File: src/pmc_defs.svh
`ifndef PMC_DEFS_SVH
`define PMC_DEFS_SVH
// Clock division for slow mode and for the lite timer
`define PMC_SLOW_DIV 32
`define PMC_SLOW_DIV_W 5
// Stabilisation delay after wake from halt, in CPU cycles
`define PMC_STAB_CYCLES 256
`define PMC_STAB_W 9
// Halt opcode
`define PMC_HALT_OPCODE 8'h8E
// Default PLL start-up delay in cycles
`define PMC_PLL_STARTUP 64
`endif

File: src/pmc_pkg.sv
package pmc_pkg;
    // Power mode states
    typedef enum logic [2:0] {
        pmc_run = 3'b000,
        pmc_wait = 3'b001,
        pmc_active_halt = 3'b010,
        pmc_halt = 3'b011,
        pmc_stab = 3'b100,
        pmc_pll_wait = 3'b101
    } pmc_state_type;
endpackage : pmc_pkg

File: src/pmc_div_if.sv
`timescale 1ns/1ps
`default_nettype none
// Link between the controller and its divider
interface pmc_div_if;
    logic run;
    logic tick;
    modport ctrl (output run, input tick);
    modport div (input run, output tick);
endinterface : pmc_div_if
`default_nettype wire

File: src/pmc_controller.sv
`timescale 1ns/1ps
`default_nettype none
`include "pmc_defs.svh"
// Functional notes
// - After reset the device runs in run mode on the undivided clock.
// - Slow select divides CPU and peripheral clock by 32; clearing restores.
// - Wait while slow gives slow-wait, peripherals keep the divided clock.
// - Lite timer ticks at oscillator divided by 32 in every mode but plain halt.
// - Wait instruction stops CPU, peripherals keep running, state kept.
// - Entering wait clears the global interrupt mask.
// - Wait lasts until interrupt or reset, then vector fetch follows.
// - Servicing a wake interrupt pushes flags, sets mask, pop clears it.
// - Halt picks active-halt from timebase enable or timer overflow setup.
// - Active-halt wakes only on reset or lite/autoreload timer interrupts.
// - Reset ending active-halt waits 256 cycles before reset fetch.
// - Interrupt ending active-halt resumes at once, no delay.
// - Entering active-halt clears the mask; pending interrupt wakes at once.
// - Active-halt keeps only oscillator, lite timer and timer clock running, whichever timer is selected.
// - Active-halt with watchdog stop option clear gives no watchdog reset.
// - Plain halt stops the oscillator and all peripheral clocks.
// - Leaving plain halt restarts oscillator and waits 256 cycles.
// - Entering plain halt forces the interrupt mask to zero.
// - Halt with watchdog running may give a watchdog reset instead.
// - With PLL enabled, the 256-cycle wake delay is followed by the PLL start-up delay.
// - Byte 8E decodes as the halt instruction.
module pmc_controller
    import pmc_pkg::*;
#(
    parameter int STAB_CYCLES = `PMC_STAB_CYCLES,
    parameter int PLL_STARTUP = `PMC_PLL_STARTUP
) (
    input wire logic clk,
    input wire logic reset,
    input wire logic clk_en,
    input wire logic slow_mode_select,
    input wire logic wait_instruction,
    input wire logic [7:0] opcode,
    input wire logic opcode_valid,
    input wire logic timebase_irq_enable,
    input wire logic overflow_irq_enable,
    input wire logic autoreload_clk_sel,
    input wire logic counter_clock_sel0,
    input wire logic watchdog_enabled,
    input wire logic watchdog_stop_option,
    input wire logic pll_enabled,
    input wire logic wake_reset,
    input wire logic irq_any,
    input wire logic irq_halt_capable,
    input wire logic irq_lite_timer,
    input wire logic irq_autoreload_timer,
    input wire logic irq_vector_fetch,
    input wire logic flags_pop,
    input wire logic popped_mask,
    output logic cpu_clk_en,
    output logic periph_clk_en,
    output logic lite_timer_tick,
    output logic timer_clk_en,
    output logic osc_enable,
    output logic interrupt_mask,
    output logic flags_push,
    output logic watchdog_reset,
    output logic reset_fetch,
    output logic [2:0] power_mode
);
    localparam int STW = $clog2(STAB_CYCLES + 1);
    localparam int PLW = $clog2(PLL_STARTUP + 1);
    // Zero delays would make the end-count compares underflow
    if (STAB_CYCLES < 1 || PLL_STARTUP < 1) begin : g_bad_delay
        $error("delay counts must be at least one");
    end

    pmc_state_type state;
    pmc_div_if div_link ();
    logic active_sel;
    logic wake_by_reset;
    logic [STW-1:0] stab_count;
    logic [PLW-1:0] pll_count;
    logic slow_tick;
    logic halt_exec;
    logic active_cond;
    logic wait_wake;
    logic ahalt_wake;
    logic halt_wake;
    logic wdg_trip;

    assign div_link.run = 1'b1;
    assign slow_tick = div_link.tick;

    // One shared divider feeds both slow mode and the lite timer
    pmc_divider #(.DIV(`PMC_SLOW_DIV)) u_div (
        .clk(clk),
        .reset(reset),
        .clk_en(clk_en),
        .link(div_link)
    );

    assign halt_exec = opcode_valid && (opcode == `PMC_HALT_OPCODE) && (state == pmc_run);
    assign active_cond = timebase_irq_enable ||
        (overflow_irq_enable && !autoreload_clk_sel && counter_clock_sel0);
    // watchdog reset only with the stop option set
    assign wdg_trip = halt_exec && watchdog_enabled && watchdog_stop_option;
    assign wait_wake = irq_any;
    assign ahalt_wake = irq_lite_timer || irq_autoreload_timer;
    assign halt_wake = irq_halt_capable;

    // Mode sequencing; reset pin is the wake reset from low-power states
    always_ff @(posedge clk) begin
        if (reset) begin
            state <= pmc_run;
        end else if (clk_en) begin
            unique case (state)
                pmc_run: begin
                    if (wdg_trip) begin
                        state <= pmc_run;
                    end else if (halt_exec) begin
                        state <= active_cond ? pmc_active_halt : pmc_halt;
                    end else if (wait_instruction) begin
                        state <= pmc_wait;
                    end
                end
                pmc_wait: begin
                    if (wake_reset || wait_wake) begin
                        state <= pmc_run;
                    end
                end
                pmc_active_halt: begin
                    // reset takes the delay, interrupt does not
                    if (wake_reset) begin
                        state <= pmc_stab;
                    end else if (ahalt_wake) begin
                        state <= pmc_run;
                    end
                end
                pmc_halt: begin
                    if (wake_reset || halt_wake) begin
                        state <= pmc_stab;
                    end
                end
                pmc_stab: begin
                    if (stab_count == STW'(STAB_CYCLES - 1)) begin
                        state <= pll_enabled ? pmc_pll_wait : pmc_run;
                    end
                end
                pmc_pll_wait: begin
                    if (pll_count == PLW'(PLL_STARTUP - 1)) begin
                        state <= pmc_run;
                    end
                end
                default: begin
                    state <= pmc_run;
                end
            endcase
        end
    end

    // flavour and wake cause held through the sleep
    always_ff @(posedge clk) begin
        if (reset) begin
            active_sel <= 1'b0;
            wake_by_reset <= 1'b0;
        end else if (clk_en) begin
            if (halt_exec) begin
                active_sel <= active_cond;
            end
            if ((state == pmc_active_halt || state == pmc_halt) && wake_reset) begin
                wake_by_reset <= 1'b1;
            end else if (state == pmc_halt && halt_wake) begin
                wake_by_reset <= 1'b0;
            end
        end
    end

    always_ff @(posedge clk) begin
        if (reset) begin
            stab_count <= '0;
        end else if (clk_en) begin
            if (state == pmc_stab) begin
                stab_count <= stab_count + 1'b1;
            end else begin
                stab_count <= '0;
            end
        end
    end

    // PLL lock wait counter
    always_ff @(posedge clk) begin
        if (reset) begin
            pll_count <= '0;
        end else if (clk_en) begin
            if (state == pmc_pll_wait) begin
                pll_count <= pll_count + 1'b1;
            end else begin
                pll_count <= '0;
            end
        end
    end

    // Interrupt mask: cleared at sleep entry, set on vector, restored on pop
    always_ff @(posedge clk) begin
        if (reset) begin
            interrupt_mask <= 1'b1;
            flags_push <= 1'b0;
        end else if (clk_en) begin
            flags_push <= irq_vector_fetch;
            if (irq_vector_fetch) begin
                interrupt_mask <= 1'b1;
            end else if (state == pmc_run && (halt_exec || wait_instruction) && !wdg_trip) begin
                interrupt_mask <= 1'b0;
            end else if (flags_pop) begin
                interrupt_mask <= popped_mask;
            end
        end
    end

    // Clock gating; slow select only matters where CPU or peripherals run
    always_ff @(posedge clk) begin
        if (reset) begin
            cpu_clk_en <= 1'b0;
            periph_clk_en <= 1'b0;
            lite_timer_tick <= 1'b0;
            timer_clk_en <= 1'b0;
            osc_enable <= 1'b1;
        end else if (clk_en) begin
            // slow division for CPU and peripherals
            cpu_clk_en <= (state == pmc_run) && (!slow_mode_select || slow_tick);
            periph_clk_en <= (state == pmc_run || state == pmc_wait) &&
                (!slow_mode_select || slow_tick);
            // lite timer ignores slow and runs in active-halt
            lite_timer_tick <= slow_tick && state != pmc_halt;
            timer_clk_en <= state != pmc_halt;
            osc_enable <= state != pmc_halt;
        end
    end

    // Watchdog reset and reset fetch strobes
    always_ff @(posedge clk) begin
        if (reset) begin
            watchdog_reset <= 1'b0;
            reset_fetch <= 1'b0;
        end else if (clk_en) begin
            watchdog_reset <= wdg_trip;
            reset_fetch <= (state == pmc_wait && wake_reset) ||
                (state == pmc_stab && wake_by_reset && !pll_enabled &&
                 stab_count == STW'(STAB_CYCLES - 1)) ||
                (state == pmc_pll_wait && wake_by_reset && pll_count == PLW'(PLL_STARTUP - 1));
        end
    end

    // Mode code seen by software
    always_ff @(posedge clk) begin
        if (reset) begin
            power_mode <= 3'h0;
        end else if (clk_en) begin
            power_mode <= state;
        end
    end

    // no watchdog reset when active-halt chosen with option clear
    no_wdg_trip_a: assert property (@(posedge clk) disable iff (reset)
        (clk_en && halt_exec && !watchdog_stop_option) |=> !watchdog_reset)
        else $error("watchdog reset with stop option clear");
    wdg_reset_a: assert property (@(posedge clk) disable iff (reset)
        (clk_en && halt_exec && watchdog_enabled && watchdog_stop_option) |=> watchdog_reset)
        else $error("missing watchdog reset");
    // flavour, judged on the enables as they stood at the halt
    halt_flavour_a: assert property (@(posedge clk) disable iff (reset)
        (clk_en && halt_exec && !wdg_trip) |=>
        (state == ($past(active_cond) ? pmc_active_halt : pmc_halt)))
        else $error("wrong halt flavour");
    // latched flavour agrees with the sleep state
    flavour_hold_a: assert property (@(posedge clk) disable iff (reset)
        (state == pmc_active_halt || state == pmc_halt) |->
        (active_sel == (state == pmc_active_halt)))
        else $error("halt flavour not held");
    osc_off_a: assert property (@(posedge clk) disable iff (reset)
        (clk_en && state == pmc_halt && $past(state) == pmc_halt) |-> !osc_enable)
        else $error("oscillator running in halt");
    fast_wake_a: assert property (@(posedge clk) disable iff (reset)
        (clk_en && state == pmc_active_halt && !wake_reset && ahalt_wake) |=> state == pmc_run)
        else $error("active-halt interrupt wake delayed");
    ahalt_refuse_a: assert property (@(posedge clk) disable iff (reset)
        (clk_en && state == pmc_active_halt && !wake_reset && !ahalt_wake) |=>
        state == pmc_active_halt)
        else $error("active-halt left without a wake source");
    stab_len_a: assert property (@(posedge clk) disable iff (reset)
        (clk_en && $rose(state == pmc_stab)) |-> stab_count == '0)
        else $error("stabilisation count not cleared");
    // plain halt wake always goes through the delay
    halt_stab_a: assert property (@(posedge clk) disable iff (reset)
        (clk_en && state == pmc_halt && (wake_reset || halt_wake)) |=> state == pmc_stab)
        else $error("plain halt wake skipped the delay");
    wait_mask_a: assert property (@(posedge clk) disable iff (reset)
        (clk_en && state == pmc_run && wait_instruction && !halt_exec && !irq_vector_fetch)
        |=> !interrupt_mask)
        else $error("mask not cleared on wait");
    // mask cleared on halt entry unless a vector wins
    halt_mask_a: assert property (@(posedge clk) disable iff (reset)
        (clk_en && halt_exec && !wdg_trip && !irq_vector_fetch) |=> !interrupt_mask)
        else $error("mask not cleared on halt");
    vec_mask_a: assert property (@(posedge clk) disable iff (reset)
        (clk_en && irq_vector_fetch) |=> (interrupt_mask && flags_push))
        else $error("mask not set on service");
    wait_cpu_a: assert property (@(posedge clk) disable iff (reset)
        (clk_en && state == pmc_wait) |=> !cpu_clk_en)
        else $error("CPU clocked in wait");
    // slow mode gates both enables between divider ticks
    slow_gate_a: assert property (@(posedge clk) disable iff (reset)
        (clk_en && slow_mode_select && !slow_tick) |=> (!cpu_clk_en && !periph_clk_en))
        else $error("clock enable outside slow tick");
    // lite timer ticks whatever the slow setting
    lt_tick_a: assert property (@(posedge clk) disable iff (reset)
        (clk_en && slow_tick && state == pmc_run) |=> lite_timer_tick)
        else $error("lite timer tick missing");
    // active-halt keeps only oscillator and timer
    ahalt_clocks_a: assert property (@(posedge clk) disable iff (reset)
        (clk_en && state == pmc_active_halt) |=>
        (osc_enable && timer_clk_en && !cpu_clk_en && !periph_clk_en))
        else $error("wrong clocks in active-halt");
    // reset wake from wait fetches the reset vector
    wait_fetch_a: assert property (@(posedge clk) disable iff (reset)
        (clk_en && state == pmc_wait && wake_reset) |=> reset_fetch)
        else $error("no reset fetch after wait");

    cov_wait_c: cover property (@(posedge clk) state == pmc_wait ##1 state == pmc_run);
    cov_ahalt_c: cover property (@(posedge clk) state == pmc_active_halt ##1 state == pmc_run);
    cov_halt_c: cover property (@(posedge clk) state == pmc_halt ##1 state == pmc_stab);
    cov_pll_c: cover property (@(posedge clk) state == pmc_pll_wait);
    cov_wdg_c: cover property (@(posedge clk) watchdog_reset);
endmodule : pmc_controller
`default_nettype wire

File: src/pmc_divider.sv
`timescale 1ns/1ps
`default_nettype none
`include "pmc_defs.svh"
module pmc_divider #(
    parameter int DIV = `PMC_SLOW_DIV
) (
    input wire logic clk,
    input wire logic reset,
    input wire logic clk_en,
    pmc_div_if.div link
);
    localparam int W = $clog2(DIV);
    // A divide by one would leave the counter with no bits
    if (DIV < 2) begin : g_bad_div
        $error("divider must be at least 2");
    end
    logic [W-1:0] count;
    // Free counter, one tick every DIV cycles while running
    always_ff @(posedge clk) begin
        if (reset) begin
            count <= '0;
        end else if (clk_en) begin
            if (!link.run || count == W'(DIV - 1)) begin
                count <= '0;
            end else begin
                count <= count + 1'b1;
            end
        end
    end
    assign link.tick = link.run && (count == W'(DIV - 1));
endmodule : pmc_divider
`default_nettype wire

File: config.mk
export PLATFORM = sky130hd
export DESIGN_NAME = pmc_controller
export DESIGN_NICKNAME = d
export VERILOG_FILES = /design/src/pmc_pkg.sv /design/src/pmc_div_if.sv /design/src/pmc_controller.sv /design/src/pmc_divider.sv
export VERILOG_INCLUDE_DIRS = /design/src
export SDC_FILE = /design/constraint.sdc
export NUM_CORES = 1
export LEC_CHECK = 0
export BUFFER_PORTS_ARGS = -buffer_cell sky130_fd_sc_hd__buf_2
export CAP_MARGIN = 20
export CORE_ASPECT_RATIO = 1.1
export CORE_MARGIN = 8
export CORE_UTILIZATION = 34
export CTS_BUF_LIST = sky130_fd_sc_hd__clkbuf_16
export DETAILED_ROUTE_END_ITERATION = 10
export GPL_TIMING_DRIVEN = 0
export SYNTH_ARGS = -nofsm -noshare
export SYNTH_HDL_FRONTEND = slang
export SYNTH_SLANG_ARGS = --single-unit
File: constraint.sdc
create_clock -name clk -period 2 [get_ports clk]
set_input_delay 0.2 -clock clk [delete_from_list [all_inputs] [get_ports clk]]
set_output_delay 0.2 -clock clk [all_outputs]
set_load 0.03 [all_outputs]
== Word level (Yosys, flattened, before mapping) ==
Cells that the tools add are included.
Storage, ports and cells
  flip-flop bits (word level): 37
  input port bits: 29
  output and inout port bits: 12
  word-level logic and storage cells: 93
Operators by class
  $add $sub $neg: 3
  equal/unequal tests: 16
  muxes and demuxes: 20
  reduce and logical (&&, ||, !) cells: 39
Operators by type and width (count)
  $mux 3: 10
  $logic_and 1x1->1: 19
  $pmux 3 s6: 1
  $logic_or 1x1->1: 10
  $add 9x1->9 const B: 1
  $eq 9x8->1 const B: 1
  $mux 9: 1
  $eq 8x8->1 const B: 1
  $add 7x1->7 const B: 1
  $eq 7x6->1 const B: 1
  $mux 7: 1
  $reduce_and 7->1: 1
  $eq 3x2->1 const B: 2
  $eq 3x3->1 const B: 2
  $mux 1: 6
  $add 5x1->5 const B: 1
  $eq 5x5->1 const B: 1
  $mux 5: 1
  $logic_not 1->1: 4
  $ne 2x1->1 const B: 2
  $ne 2x2->1 const B: 2
  $ne 4x4->1 const B: 1
  $reduce_and 2->1: 2
  $eq 3x1->1 const B: 1
  5 further kinds: 5

== Longest topological paths before layout ==
  word-level depth: 9
  mapped depth: 8
  depth with buffers taken out: 8

== By module ==
Synthesis repeated with hierarchy kept, for this count alone.
Second synthesis, totals
  cells, all modules: 214
  area total of the unflattened synthesis: 1855.5 µm²
By module, submodules not included
  pmc_controller: times used 1, cells an instance 190, area an instance 1594.0 µm², sequential area each 640.6 µm²
  pmc_divider: times used 1, cells an instance 24, area an instance 261.5 µm², sequential area each 100.1 µm²

== Least setup slack after synthesis ==
Ideal clock, no wire load.
  kind: flip-flop to flip-flop
  from: register stab_count[0]
  to: register state[2]
  arrival: 1.712 ns
  data required time: 1.860 ns
  slack: 0.148 ns
  stages on the path, launching flop included: 9
  period minus slack after synthesis: 1.852 ns
  cells stage by stage: dfxtp_1 ha_1 nand3_1 nor2_1 ha_1 or4b_4 o211a_1 a31oi_1 a311oi_2
On the way
  cells in the longest elaborated chain, start to end: 3
RTL lines
  start: declaration: line pmc_controller.sv:76  | logic [STW-1:0] stab_count;
  start signal: assignment: line pmc_controller.sv:178  | stab_count <= stab_count + 1'b1;
  $eq 9x8->1: line pmc_controller.sv:140  | if (stab_count == STW'(STAB_CYCLES - 1)) begin
  $ne 2x1->1 (no line)
  $reduce_and 7->1 (no line)
  end signal: assignment: line pmc_controller.sv:141  | state <= pll_enabled ? pmc_pll_wait : pmc_run;
  end signal: assignment: line pmc_controller.sv:146  | state <= pmc_run;
  end signal: assignment: line pmc_controller.sv:150  | state <= pmc_run;
  end: declaration: line pmc_controller.sv:72  | pmc_state_type state;
Every way passes these cells.
A chain may end at the register's enable or synchronous reset.

== Worst setup path in the final report ==
Same ends and word-level chain as after synthesis.

==> impl_metrics.toml <==
[synthesis]
synth_cells = 207
synthesis.area_um2 = 1850
yosysUniqueCellTypes = 50
synth-async-reset-ratio_pct = 0
synth_nets = 241
synth.top_cells.by_count = "dfxtp_1, nor2_1, nand2_1"
yosys-top-cells-area = "dfxtp_1, nor2_1, mux2i_1"
post-synth-top-count-cell = "dfxtp_1"
avgSynthCellArea_um2 = 8.95
ys.flop_type = "dfxtp_1"
yosys.area.top_type = "dfxtp_1"
synth-edff-count = 0
synth_warnings = 0
synth_top_area_share_pct = 40.0
ys_seq_area_share_pct = 40.0
synth.ff_latch_count = 37

[status]
outcome = "finished clean"

[clock_network]
cts_tree = "done"
path_clk_slew_ns = 0.06
cts_made_buffers = 5
worstSkewPairLatency_ns = 0.28
post_cts_buffers = 0
clock_sinks = 37
clock_path_buffers = 2
cts_max_level = 2
cts_resized = 0
cts_root_buffer = "clkbuf_16"
hold_buffers = 0

[sta]
finalSetupTns_ns = 0
max_freq_mhz = 522
grt_setup_unrepaired = "false"
finalCriticalPeriod_ns = 1.92
fin_skew_ns = 0.00427
setup_violations = 0
hold_viol_final = 0
worst_slew_pin_slew_ns = 0.511
min_period_over_period_pct = 95.8
drv_slew = 0
slew_headroom_pct = 65.9
setup_slack_ns = 0.0840

[pwr]
p_leak_nw = 0.939
vdd_drop_max_v = 0.000324
p_total_w = 0.00191
power_density_nw_per_um2 = 820

[critical_path]
r2r_end = "state[2]"
worstPathArrival_ns = 2.06
start_kind = "flop"
critPathLaunch = "stab_count[0]"
reg2reg_depth = 8
path_max_fanout = 4
cp.required_ns = 2.14
rr_startpoint = "stab_count[0]"
critPathCaptureType = "flop"
regToRegSetupSlack_ns = 0.08
endpoint = "state[2]"
crit_type = "reg -> reg"

[layout]
layout.nets = 288
areaGrowthSynthToFinish_pct = 25.5
multi_input_area_um2 = 1040
diodes = 0
final_layout_size_suffix_gt1_share_pct = 28.0
fillerInstances = 571
fin_cells = 329
regArea_um2 = 743

[job]
maxCapViolCount = 0

[die]
num_rows = 28
core_um2 = 5330
start_util_pct = 34.8
ios = 41
dieArea_um2 = 8070
die_h_um = 93.4
die_x_um = 86.4

[min_path]
holdPathStages = 2
hold_class = "in -> reg"

[placement]
place_inst = 322
numPortBuffers = 40
gp_congestion = 0.768
hpwl_um = 3250
place_ws_ns = 0.0158

[grt]
grt_pass1_wl_um = 6870
track_usage_pct = 10.6
antenna_found_initial = 0
grt_max_degree = 12
grt_pass1_vias = 1476
grt_overflow = 0

[route]
routedWlPerCell_um = 13.1
viasPerCell = 4.90
drtIter0Drc = 72
dr.pass1.iters = 4
drc = 0
final_antenna_net_count = 0
wl_um = 4300
vias = 1611
[metal layers]
metal	global-route usage, %	routed length [um]	up-vias
met5	0	0	-
met2	17.2	1930	41
met4	4.74	98	0
met3	3.77	352	10
met1	12.2	1920	726
li1	-	-	834
[where the power goes]
part	leakage, nW	total [W]	internal, W	switching (W)
registers	0.302	0.000781	0.000762	0.0000186
logic	0.558	0.000262	0.000119	0.000143
clock network	0.0797	0.000865	0.000578	0.000287
total	0.939	0.00191	0.00146	0.000448
[registers in the layout, summed over array words and instances, names as in the netlist]
name             count
cpu_clk_en           1
periph_clk_en        1
lite_timer_tick      1
wake_by_reset        1
flags_push           1
interrupt_mask       1
osc_enable           1
state                3
reset_fetch          1
timer_clk_en         1
stab_count           9
watchdog_reset       1
power_mode           3
u_div.count          5
pll_count            7
[area by class of cell]
class | count | share of cell area, %
Buffer | 10 | 3.50
Clock buffer | 5 | 5.38
Clock inverter | 2 | 1.51
Inverter | 3 | 0.484
Multi-Input combinational cell | 157 | 44.5
Sequential cell | 37 | 32.0
Tap cell | 75 | 4.03
Timing Repair Buffer | 40 | 8.61
[kinds of logic after synthesis]
kind of cell | Yosys count | share of synthesized area (%)
and+or+nand+nor | 94 | 26.2
DFF | 37 | 40.0
AOI/OAI and AO/OA | 36 | 14.3
adders and majority gates | 5 | 3.38
muxes | 9 | 5.00
buffers and inverters | 13 | 5.00
xor gates and xnor gates | 13 | 6.14
[worst max-delay path, cell delays in order, from the launching register on]
cell and delay [ns]:
dfxtp_2 0.33, ha_2 0.20, nand3_1 0.08, nor2_1 0.06, ha_1 0.20, or4b_4 0.50, o211a_4 0.17, a31oi_2 0.18
a311oi_2 0.06
[stage by stage]
| step | cell area [um^2] | hold WS [ns] | util [%] |
|---|---|---|---|
| finish | 2330 | 0.171 | 43.7 |
| global route | 2330 | 0.181 | 43.7 |
| CTS | 2310 | 0.163 | 43.3 |
| detailed placement | 2150 | 0.451 | 40.3 |
| global placement | 2150 | 0.449 | 40.3 |
| floorplan | 1850 | 0.305 | - |
[placed cells by master, fill, tap and decap left out, drive strengths merged, types with 2 or more instances in the layout]
| master | synthesis | final |
|---|---|---|
| nand4 | 10 | 10 |
| and2b | 3 | 3 |
| nand3b | 2 | 2 |
| nand2b | 2 | 2 |
| a311oi | 3 | 3 |
| nor2 | 36 | 36 |
| inv | 2 | 2 |
| nor3 | 5 | 5 |
| a21oi | 10 | 10 |
| o21ai | 4 | 4 |
| a31oi | 3 | 3 |
| buf | 4 | 44 |
| xnor2 | 6 | 6 |
| nand2 | 17 | 17 |
| o211ai | 2 | 2 |
| mux2 | 2 | 2 |
| clkbuf | 6 | 11 |
| ha | 5 | 5 |
| nand3 | 4 | 4 |
| xor2 | 7 | 7 |
| a21o | 3 | 3 |
| clkinv | 1 | 2 |
| a211oi | 2 | 2 |
| dfxtp | 37 | 37 |
| mux2i | 7 | 7 |
| and3 | 5 | 5 |
| and2 | 2 | 2 |
[how the worst min path moves through the flow]
stage	start	end	slack, ns
after CTS	irq_vector_fetch	interrupt_mask	0.16
after global placement	irq_vector_fetch	interrupt_mask	0.45
after detailed placement	irq_vector_fetch	interrupt_mask	0.45
after global routing	irq_vector_fetch	interrupt_mask	0.18
after floorplan	reset	interrupt_mask	0.30
final	irq_vector_fetch	interrupt_mask	0.17
No activity file was read; power rests on OpenSTA's default activity.
